File: src/dpc_pkg.sv
// Package for the line protection and calibration register bank.
// Assumes a byte-wide register port with one-cycle read latency.
package dpc_pkg;
   localparam logic [7:0] DPC_ADDR_PROT_CAL   = 8'h11;
   localparam logic [7:0] DPC_ADDR_LINE_MODE  = 8'h12;
   localparam logic [7:0] DPC_ADDR_IRQ_STATUS = 8'h20;
   localparam logic [7:0] DPC_ADDR_IRQ_ENABLE = 8'h21;
   localparam logic [7:0] DPC_ADDR_IRQ_CLEAR  = 8'h22;
   localparam logic [7:0] DPC_ADDR_STATE      = 8'h23;
   // Protection and calibration control field positions
   localparam int DPC_BIT_MANUAL_CAL   = 6;
   localparam int DPC_BIT_AUTO_CAL_DIS = 5;
   localparam int DPC_BIT_LIMIT_EN     = 4;
   localparam int DPC_BIT_OVL_EN       = 3;
   localparam int DPC_BIT_BILL_EN      = 2;
   localparam int DPC_BIT_RX_OVL       = 1;
   localparam int DPC_BIT_BILL_TONE    = 0;
   // Interrupt status bit positions
   localparam int DPC_IRQ_RX_OVL    = 0;
   localparam int DPC_IRQ_BILL_TONE = 1;
   localparam int DPC_IRQ_OVL_DET   = 2;
   localparam int DPC_IRQ_CAL_DONE  = 3;
   localparam logic [7:0] DPC_PROT_CAL_RST  = 8'h00;
   localparam logic [7:0] DPC_LINE_MODE_RST = 8'h00;
   localparam logic [3:0] DPC_IRQ_RST       = 4'h0;
   localparam logic [3:0] DPC_LEVEL_TRIP    = 4'hf;
   localparam logic [1:0] DPC_TERM_CTR21    = 2'h3;
   localparam int DPC_CLK_MHZ        = 125;
   localparam int DPC_CAL_TIME_US    = 256;
   localparam int DPC_CAL_CYCLES     = DPC_CAL_TIME_US * DPC_CLK_MHZ;
   typedef enum logic [1:0] {
      DPC_CAL_IDLE = 2'b00,
      DPC_CAL_RUN  = 2'b01,
      DPC_CAL_DONE = 2'b11
   } dpc_cal_state_t;
endpackage : dpc_pkg

File: src/dpc_regs.sv
// Protection and calibration control registers of a telephone line interface.
// Assumes line-side status inputs are asynchronous; all but line_current_level are synchronised here.
`timescale 1ns/10ps

////////////////////////////////////////////////////////////////////////////////
module dpc_regs
   import dpc_pkg::*;
#(
   parameter int CAL_CYCLES = DPC_CAL_CYCLES
) (
   input  wire logic       core_clk,
   input  wire logic       rst,
   input  wire logic [7:0] reg_addr,
   input  wire logic [7:0] reg_wdata,
   input  wire logic       reg_wr,
   input  wire logic       reg_rd,
   output logic      [7:0] reg_rdata,
   input  wire logic       off_hook,
   input  wire logic [1:0] dc_term_select,
   input  wire logic [3:0] line_current_level,
   input  wire logic       rx_overload_in,
   input  wire logic       billing_tone_in,
   input  wire logic       rx_track_in,
   input  wire logic       auto_cal_req,
   output logic            cal_active,
   output logic            term_current_limit,
   output logic            dc_term_disable,
   output logic            hook_current_reduce,
   output logic            billing_800_ohm,
   output logic            dc_term_drive_pin,
   output logic      [7:0] line_mode_out,
   output logic            irq
);

   ////////////////////////////////////////////////////////////////////////////
   // Input synchronisers: three stages, change taken when stages two and three agree
   localparam int NSYNC = 5;
   logic [NSYNC-1:0] async_in;
   logic [NSYNC-1:0] s1_r, s2_r, s3_r, filt_r, filt_nxt;
   logic [NSYNC-1:0] s1_nxt, s2_nxt, s3_nxt;

   assign async_in = {auto_cal_req, rx_track_in, billing_tone_in, rx_overload_in, off_hook};

   always_comb begin
      s1_nxt = async_in;
      s2_nxt = s1_r;
      s3_nxt = s2_r;
      for (int i = 0; i < NSYNC; i++) begin
         filt_nxt[i] = (s2_r[i] == s3_r[i]) ? s3_r[i] : filt_r[i];
      end
   end

   always_ff @(posedge core_clk or posedge rst) begin
      if (rst) begin
         s1_r   <= '0;
         s2_r   <= '0;
         s3_r   <= '0;
         filt_r <= '0;
      end else begin
         s1_r   <= s1_nxt;
         s2_r   <= s2_nxt;
         s3_r   <= s3_nxt;
         filt_r <= filt_nxt;
      end
   end

   logic hook_s, rxovl_s, tone_s, track_s, autocal_s;
   assign hook_s    = filt_r[0];
   assign rxovl_s   = filt_r[1];
   assign tone_s    = filt_r[2];
   assign track_s   = filt_r[3];
   assign autocal_s = filt_r[4];

   ////////////////////////////////////////////////////////////////////////////
   // Register decode
   function automatic logic wr_hit(input logic [7:0] a);
      return reg_wr && (reg_addr == a);
   endfunction : wr_hit

   ////////////////////////////////////////////////////////////////////////////
   // Protection and calibration control register
   logic [7:0] prot_r, prot_nxt;
   logic       tone_d_r, tone_d_nxt;
   logic       tone_rise, ovl_trip, rx_set, tone_set;

   assign tone_rise = tone_s && !tone_d_r;
   assign ovl_trip  = hook_s && prot_r[DPC_BIT_OVL_EN] && (line_current_level == DPC_LEVEL_TRIP);
   assign rx_set    = rxovl_s;
   assign tone_set  = tone_rise;

   logic       cal_start;
   logic       cal_finish;

   always_comb begin
      prot_nxt   = prot_r;
      tone_d_nxt = tone_s;
      if (wr_hit(DPC_ADDR_PROT_CAL)) begin
         prot_nxt[7]                   = 1'b0;
         prot_nxt[DPC_BIT_MANUAL_CAL]  = reg_wdata[DPC_BIT_MANUAL_CAL];
         prot_nxt[DPC_BIT_AUTO_CAL_DIS] = reg_wdata[DPC_BIT_AUTO_CAL_DIS];
         prot_nxt[DPC_BIT_LIMIT_EN]    = reg_wdata[DPC_BIT_LIMIT_EN];
         prot_nxt[DPC_BIT_OVL_EN]      = reg_wdata[DPC_BIT_OVL_EN];
         prot_nxt[DPC_BIT_BILL_EN]     = reg_wdata[DPC_BIT_BILL_EN];
         // Only a written zero clears the sticky flags
         if (!reg_wdata[DPC_BIT_RX_OVL]) prot_nxt[DPC_BIT_RX_OVL] = 1'b0;
         if (!reg_wdata[DPC_BIT_BILL_TONE]) prot_nxt[DPC_BIT_BILL_TONE] = 1'b0;
      end
      if (cal_finish) prot_nxt[DPC_BIT_MANUAL_CAL] = 1'b0;
      // Hardware sets win over a same-cycle clear
      if (rx_set) prot_nxt[DPC_BIT_RX_OVL] = 1'b1;
      if (tone_set) prot_nxt[DPC_BIT_BILL_TONE] = 1'b1;
   end

   always_ff @(posedge core_clk or posedge rst) begin
      if (rst) begin
         prot_r   <= DPC_PROT_CAL_RST;
         tone_d_r <= 1'b0;
      end else begin
         prot_r   <= prot_nxt;
         tone_d_r <= tone_d_nxt;
      end
   end

   ////////////////////////////////////////////////////////////////////////////
   // Protection trips: released by clearing the enable or by going on-hook
   logic       ovl_det_r, ovl_det_nxt;
   logic       bill_trip_r, bill_trip_nxt;

   always_comb begin
      ovl_det_nxt   = ovl_det_r;
      bill_trip_nxt = bill_trip_r;
      if (wr_hit(DPC_ADDR_PROT_CAL)) begin
         // Writing the enable to zero releases a tripped protection
         if (!reg_wdata[DPC_BIT_OVL_EN]) ovl_det_nxt = 1'b0;
         if (!reg_wdata[DPC_BIT_BILL_EN]) bill_trip_nxt = 1'b0;
      end
      // A trip in the same cycle as a release wins
      if (ovl_trip) ovl_det_nxt = 1'b1;
      if (hook_s && prot_r[DPC_BIT_BILL_EN] && tone_rise) begin
         bill_trip_nxt = 1'b1;
      end
      // Going on-hook drops both trips so the next call starts clean
      if (!hook_s) begin
         ovl_det_nxt   = 1'b0;
         bill_trip_nxt = 1'b0;
      end
   end

   always_ff @(posedge core_clk or posedge rst) begin
      if (rst) begin
         ovl_det_r   <= 1'b0;
         bill_trip_r <= 1'b0;
      end else begin
         ovl_det_r   <= ovl_det_nxt;
         bill_trip_r <= bill_trip_nxt;
      end
   end

   ////////////////////////////////////////////////////////////////////////////
   // Line mode control register
   logic [7:0] mode_r, mode_nxt;

   always_comb begin
      mode_nxt = mode_r;
      if (wr_hit(DPC_ADDR_LINE_MODE)) mode_nxt = reg_wdata;
   end

   always_ff @(posedge core_clk or posedge rst) begin
      if (rst) begin
         mode_r <= DPC_LINE_MODE_RST;
      end else begin
         mode_r <= mode_nxt;
      end
   end

   ////////////////////////////////////////////////////////////////////////////
   // Calibration sequencer
   dpc_cal_state_t cal_r, cal_nxt;
   logic [31:0]    cnt_r, cnt_nxt;

   // A manual start stays set until the run completes, so one write is enough
   assign cal_start  = prot_r[DPC_BIT_MANUAL_CAL] ||
                       (autocal_s && !prot_r[DPC_BIT_AUTO_CAL_DIS]);
   assign cal_finish = (cal_r == DPC_CAL_DONE);

   always_comb begin
      cal_nxt = cal_r;
      cnt_nxt = cnt_r;
      case (cal_r)
         DPC_CAL_IDLE: begin
            if (cal_start) begin
               cal_nxt = DPC_CAL_RUN;
               cnt_nxt = 32'(CAL_CYCLES - 1);
            end
         end
         DPC_CAL_RUN: begin
            if (cnt_r == '0) cal_nxt = DPC_CAL_DONE;
            else cnt_nxt = cnt_r - 32'h1;
         end
         DPC_CAL_DONE: cal_nxt = DPC_CAL_IDLE;
         default: cal_nxt = DPC_CAL_IDLE;
      endcase
   end

   always_ff @(posedge core_clk or posedge rst) begin
      if (rst) begin
         cal_r <= DPC_CAL_IDLE;
         cnt_r <= 32'h0;
      end else begin
         cal_r <= cal_nxt;
         cnt_r <= cnt_nxt;
      end
   end

   ////////////////////////////////////////////////////////////////////////////
   // Interrupt status, enable and clear
   logic [3:0] irq_stat_r, irq_stat_nxt, irq_en_r, irq_en_nxt, irq_ev;

   // Each event is raised once, on the cycle its cause first appears
   always_comb begin
      irq_ev                    = 4'h0;
      irq_ev[DPC_IRQ_CAL_DONE]  = cal_finish;
      irq_ev[DPC_IRQ_OVL_DET]   = ovl_trip && !ovl_det_r;
      irq_ev[DPC_IRQ_BILL_TONE] = tone_set;
      irq_ev[DPC_IRQ_RX_OVL]    = rx_set && !prot_r[DPC_BIT_RX_OVL];
   end

   always_comb begin
      irq_stat_nxt = irq_stat_r;
      irq_en_nxt   = irq_en_r;
      if (wr_hit(DPC_ADDR_IRQ_CLEAR)) irq_stat_nxt = irq_stat_r & ~reg_wdata[3:0];
      irq_stat_nxt = irq_stat_nxt | irq_ev;
      if (wr_hit(DPC_ADDR_IRQ_ENABLE)) irq_en_nxt = reg_wdata[3:0];
   end

   always_ff @(posedge core_clk or posedge rst) begin
      if (rst) begin
         irq_stat_r <= DPC_IRQ_RST;
         irq_en_r   <= DPC_IRQ_RST;
      end else begin
         irq_stat_r <= irq_stat_nxt;
         irq_en_r   <= irq_en_nxt;
      end
   end

   assign irq = |(irq_stat_r & irq_en_r);

   ////////////////////////////////////////////////////////////////////////////
   // Read port and line-side outputs
   logic [7:0] rdata_r, rdata_nxt;
   logic       drive_r, drive_nxt;
   logic       lim_r, lim_nxt;

   always_comb begin
      rdata_nxt = 8'h00;
      if (reg_rd) begin
         case (reg_addr)
            DPC_ADDR_PROT_CAL:   rdata_nxt = prot_r;
            DPC_ADDR_LINE_MODE:  rdata_nxt = mode_r;
            DPC_ADDR_IRQ_STATUS: rdata_nxt = {4'h0, irq_stat_r};
            DPC_ADDR_IRQ_ENABLE: rdata_nxt = {4'h0, irq_en_r};
            DPC_ADDR_STATE:      rdata_nxt = {4'h0, cal_r != DPC_CAL_IDLE, bill_trip_r, ovl_det_r, hook_s};
            default:             rdata_nxt = 8'h00;
         endcase
      end
      // Holding the pin keeps the last tracked level while the line supply collapses
      drive_nxt = bill_trip_r ? drive_r : track_s;
      lim_nxt   = prot_r[DPC_BIT_LIMIT_EN] && (dc_term_select == DPC_TERM_CTR21);
   end

   always_ff @(posedge core_clk or posedge rst) begin
      if (rst) begin
         rdata_r <= 8'h00;
         drive_r <= 1'b0;
         lim_r   <= 1'b0;
      end else begin
         rdata_r <= rdata_nxt;
         drive_r <= drive_nxt;
         lim_r   <= lim_nxt;
      end
   end

   assign reg_rdata           = rdata_r;
   assign dc_term_drive_pin   = drive_r;
   assign term_current_limit  = lim_r;
   assign dc_term_disable     = ovl_det_r || bill_trip_r;
   assign hook_current_reduce = ovl_det_r;
   assign billing_800_ohm     = bill_trip_r;
   assign cal_active          = (cal_r != DPC_CAL_IDLE);
   assign line_mode_out       = mode_r;

endmodule : dpc_regs

File: config.mk
export PLATFORM = sky130hd
export DESIGN_NAME = dpc_regs
export DESIGN_NICKNAME = d
export VERILOG_FILES = /design/src/dpc_pkg.sv /design/src/dpc_regs.sv
export SDC_FILE = /design/constraint.sdc
export NUM_CORES = 1
export LEC_CHECK = 0
export CAP_MARGIN = 20
export CORE_MARGIN = 4
export CORE_UTILIZATION = 40
export DETAILED_ROUTE_END_ITERATION = 10
export DONT_BUFFER_PORTS = 1
export HOLD_SLACK_MARGIN = 0.05
export PLACE_DENSITY_LB_ADDON = 0.1
export SYNTH_ARGS = -nofsm -noshare
export SYNTH_HDL_FRONTEND = slang
export SYNTH_SLANG_ARGS = --single-unit
File: constraint.sdc
create_clock -name core_clk -period 5.7 [get_ports core_clk]
set_input_delay 1.14 -clock core_clk [delete_from_list [all_inputs] [get_ports core_clk]]
set_output_delay 1.14 -clock core_clk [all_outputs]
set_load 0.03 [all_outputs]
-- Word-level counts from Yosys, hierarchy flattened
Index checks and enable logic that the tools add are counted.
- bits in registers: 90
- bits of input ports: 31
- output and inout port bits: 23
- add/sub/neg operators: 1
- equality and inequality tests: 24
- multiplexer cells: 23
- bitwise operators: 4
- reduce and logical (&&, ||, !) cells: 33
- operator list (kind ; count):
    $mux W32 ; 2
    $pmux W32 S2 ; 1
    $pmux W8 S5 ; 1
    $eq A8 B6 Y1 const B ; 4
    $logic_not A32 Y1 ; 1
    $sub A32 B1 Y32 const B ; 1
    $eq A8 B5 Y1 const B ; 2
    $logic_and A1 B1 Y1 ; 13
    $mux W1 ; 13
    $reduce_and A2 Y1 ; 5
    $reduce_bool A2 Y1 ; 5
    $and A4 B4 Y4 ; 2
    $mux W8 ; 1
    $mux W7 ; 1
    $ne A2 B2 Y1 const B ; 3
    $ne A3 B1 Y1 const B ; 2
    $ne A3 B2 Y1 const B ; 2
    $eq A1 B1 Y1 ; 5
    $eq A2 B2 Y1 const B ; 2
    $eq A4 B4 Y1 const B ; 1
    $logic_not A1 Y1 ; 4
    $mux W2 ; 2
    $mux W4 ; 1
    $ne A2 B1 Y1 const B ; 2
    8 further kinds ; 9

-- Logic depth before layout (Yosys ltp)
- word-level depth: 5
- depth in mapped cells: 10

-- Least setup slack after synthesis
Ideal clock, no wire load.
- path type: input to register
- start point: input reg_addr[3]
- end point: register prot_r[2]
- arrival: 2.768 ns
- required time: 5.575 ns
- setup slack: 2.808 ns
- stages on the path: 5
- path buffers: 1
- cell sequence: or4_1 -> clkbuf_1 -> nor3_2 -> nand2_1 -> mux2_2
- word-level cells in the longest chain between the ends: 2
- RTL lines (element ; RTL line ; text):
    start: declaration ; dpc_regs.sv:13 ; input wire logic [7:0] reg_addr,
    $eq A8 B5 Y1 ; dpc_regs.sv:77 ; return reg_wr && (reg_addr == a);
    $logic_and A1 B1 Y1 ; dpc_regs.sv:77 ;
    end signal: assignment ; dpc_regs.sv:119 ; prot_r <= prot_nxt;
    end: declaration ; dpc_regs.sv:82 ; logic [7:0] prot_r, prot_nxt;
Every way passes these cells.
A chain may end at the register's enable or synchronous reset.

-- Worst setup path in the final report
- start point: input reg_addr[3]
- end point: register prot_r[4]
The elaborated chain is that of the path after synthesis.

==> impl_summary.txt <==
----------------------------------------------------
[Critical path]
  Largest fanout of any net on the critical path ... 9
  Crit Path Category ... in2reg
  Endpoint type of the worst setup path ... flip-flop
  Category of the worst setup path launch point ... input port
  Required time of the worst setup path ... 5.95 ns
  Worst reg2reg setup slack ... 3.01 ns
  Data arrival, critical path ... 3.06 ns

[Run]
  Max-cap violations ... 0

[CTS]
  Post-CTS setup repair buffer count ... 0
  Clock transition at the registers of the reported paths ... 0.09 ns
  Max Root-Sink Buffers ... 2
  Clock insertion delay at the later pin of the skew report ... 0.36 ns
  CTS Buf Count ... 9
  Hold buffers post-CTS ... 0
  TritonCTS clock tree ... done
  Post-CTS resize count ... 0
  Clock root buffer ... clkbuf_8
  Sinks on the clock net ... 90
  Maximum level of the CTS H-tree ... 3

[Timing]
  Measured slew at the worst slew-check pin ... 0.913 ns
  FMAX ... 355 MHz
  Hold violation count in the final report ... 0
  Max-slew violation count ... 0
  Shortest period the worst path allows ... 2.82 ns
  Total Neg Setup Slack ... 0 ns
  Clock skew after layout ... 0.00658 ns
  Share of the clock period used by the worst path ... 0.494
  Setup repair after global routing missed its margin ... no
  Finish-stage setup viols ... 0
  Worst max-slew margin expressed relative to the limit ... 0.387

[Power]
  Cell area power density ... 299 mW/mm²
  Leakage power total ... 1.78 nW
  Overall Power ... 0.00129 W
  Worst vdd ir ... 114 µV

[Floorplan]
  Height of the chip ... 108 µm
  I/O pins ... 54
  Initial core utilization ... 0.410
  Std-Cell Core Area ... 0.00973 mm²
  Core Rows ... 36
  Die area ... 0.0116 mm²
  Horizontal die dimension ... 108 µm

[Global routing]
  Pin count of the biggest net entering global routing ... 48
  Total GRT Usage ... 0.156
  Wire length of the first global-routing pass ... 14100 µm
  Initial antenna violation count ... 0
  Number of global-route vias before repair ... 2618
  GR Overflow Total ... 0

[Finish]
  Finished Core Util ... 0.442
  Share of layout cells above drive strength 1 ... 0.150
  Non-filler instance count after layout ... 486
  Antenna diode instance count ... 0
  Number of nets at the end of the flow ... 380
  Syn-to-layout area delta ... 7.82%
  Final non-filler cell area ... 0.00430 mm²
  Filler Cell Count ... 938

[Synth]
  Dominant cell by count in the synthesized netlist ... dfrtp_1
  Top cells by count, synth ... dfrtp_1 (90), nand2_1 (24), nor2_1 (21)
  Sequential area share after synthesis ... 0.565
  Top area cells in the synthesized netlist ... dfrtp_1 (56%), mux2_2 (4.8%), nand2_1 (2.3%), nor2_1 (2.0%), a21oi_1 (1.9%)
  Net count of the mapped netlist ... 377
  Mean Syn Cell Area ... 11.6 µm²
  Count of synthesis-stage warnings from yosys ... 0
  Main flop type after synthesis ... dfrtp_1
  Count of different cell masters after synthesis ... 56
  Number of enable-type register cells in the synthesized netlist ... 0
  FFs w/ async S/R, synth ... 1.00
  Cell count after synthesis ... 345
  Number of register bits inferred by synthesis ... 90
  Fraction of synthesized cell area taken by the top area cell type ... 0.565
  Synthesized area ... 0.00399 mm²
  Yosys top cell by area ... dfrtp_1

[Drt]
  Router iterations before antenna repair ... 4
  Count of routing violations after the opening detailed-route iteration ... 125
  Count of unresolved DRC violations after routing ... 0
  Routed wirelength normalized by instance count ... 16.8 µm
  Via density per instance ... 5.62
  Routed vias ... 2730
  Antenna-violating nets left ... 0
  Total length of routed wires ... 8190 µm

[Placed design]
  Detailed placement HPWL ... 5620 µm
  Cell area after placement ... 0.00412 mm²
  Buffers added on ports ... 0
  GPL Wtd Cong ... 0.772
  Placed instance count ... 470

[Worst hold path]
  Worst min path class ... reg2reg

[Outcome]
  Status ... completed

----------------------------------------------------
where the power goes:
part           internal [W]  switching (W)  total [W]
Combinational     0.0000559      0.0000804   0.000136
Clock              0.000171       0.000228   0.000399
Sequential         0.000689      0.0000621   0.000751
cells by family (layout without fill, tap and decap cells):
group           after synthesis  in the layout  share of synthesized area
simple gates                125            125                      0.182
flops                        90             90                      0.565
buf+inv                      17             25                     0.0201
fa+ha+maj                     6              6                     0.0157
xor+xnor                      3              3                    0.00659
mux                          22             22                     0.0606
compound gates               82             82                      0.150
per-stage QoR:
| stage | worst slack [ns] | hold WS, ns |
|---|---|---|
| floorplan | 2.22 | 0.331 |
| global placement | 2.55 | 0.336 |
| detailed placement | 2.51 | 0.336 |
| CTS | 2.91 | 0.355 |
| global route | 2.67 | 0.366 |
| finish | 2.88 | 0.349 |
sequential cells by signal, indices dropped and copies added (netlist names):
name	flops
cal_r	2
irq_en_r	4
irq_stat_r	4
hook_current_reduce	1
reg_rdata	8
s2_r	5
s1_r	5
dc_term_drive_pin	1
filt_r	5
term_current_limit	1
cnt_r	32
line_mode_out	8
tone_d_r	1
billing_800_ohm	1
s3_r	5
prot_r	7
worst paths after layout:
check,startpoint,endpoint,depth (start not counted)
setup / recovery,reg_addr[3],prot_r[4],4
hold / removal,s1_r[3],s2_r[3],0
setup reg to reg,cnt_r[0],cnt_r[23],5
hold reg to reg,s1_r[3],s2_r[3],0
max in group asynchronous,rst,line_mode_out[4],2
min in group asynchronous,rst,s1_r[2],1
cells in the final DEF, fill, tap and decap left out, types with 3 or more instances in the layout:
| master | Yosys | routed |
|---|---|---|
| a21boi_0 | 4 | 4 |
| a21oi_1 | 15 | 15 |
| a22o_1 | 3 | 3 |
| a22oi_1 | 10 | 10 |
| and3_1 | 6 | 6 |
| buf_4 | 0 | 3 |
| clkbuf_8 | 0 | 10 |
| clkinv_2 | 0 | 4 |
| dfrtp_1 | 90 | 90 |
| inv_1 | 6 | 5 |
| maj3_1 | 5 | 5 |
| mux2_2 | 17 | 17 |
| mux2i_1 | 5 | 5 |
| nand2_1 | 24 | 24 |
| nand2b_1 | 8 | 8 |
| nand3_1 | 11 | 11 |
| nand4b_1 | 3 | 3 |
| nor2_1 | 21 | 21 |
| nor2b_1 | 6 | 6 |
| nor3_1 | 10 | 10 |
| nor4_1 | 7 | 7 |
| o211ai_1 | 4 | 4 |
| o21ai_0 | 11 | 11 |
| o311ai_0 | 4 | 4 |
| o31ai_1 | 7 | 7 |
| o41ai_1 | 7 | 7 |
| or2_2 | 4 | 4 |
| or4_1 | 9 | 9 |
worst max-delay path, cell delays in order:
cell and delay, ns:
or4_1 0.67, nor3_2 0.51, nand2_1 0.37, mux2_2 0.36
per-layer routing:
| metal | routed length, µm | GRT usage |
|---|---|---|
| met2 | 3490 | 0.214 |
| met3 | 528 | 0.0384 |
| met1 | 4010 | 0.229 |
| met4 | 160 | 0.0703 |
| met5 | 0 | 0 |
area by class of cell:
class / count / area, µm² / area share
Clock buffer: 10 / 138 / 0.0320
Clock inverter: 6 / 41.3 / 0.00961
Tap cell: 133 / 166 / 0.0387
Multi-Input combinational cell: 238 / 1650 / 0.385
Inverter: 6 / 23.8 / 0.00553
Timing Repair Buffer: 3 / 22.5 / 0.00524
Sequential cell: 90 / 2250 / 0.524
No activity file was read; power rests on OpenSTA's default activity.
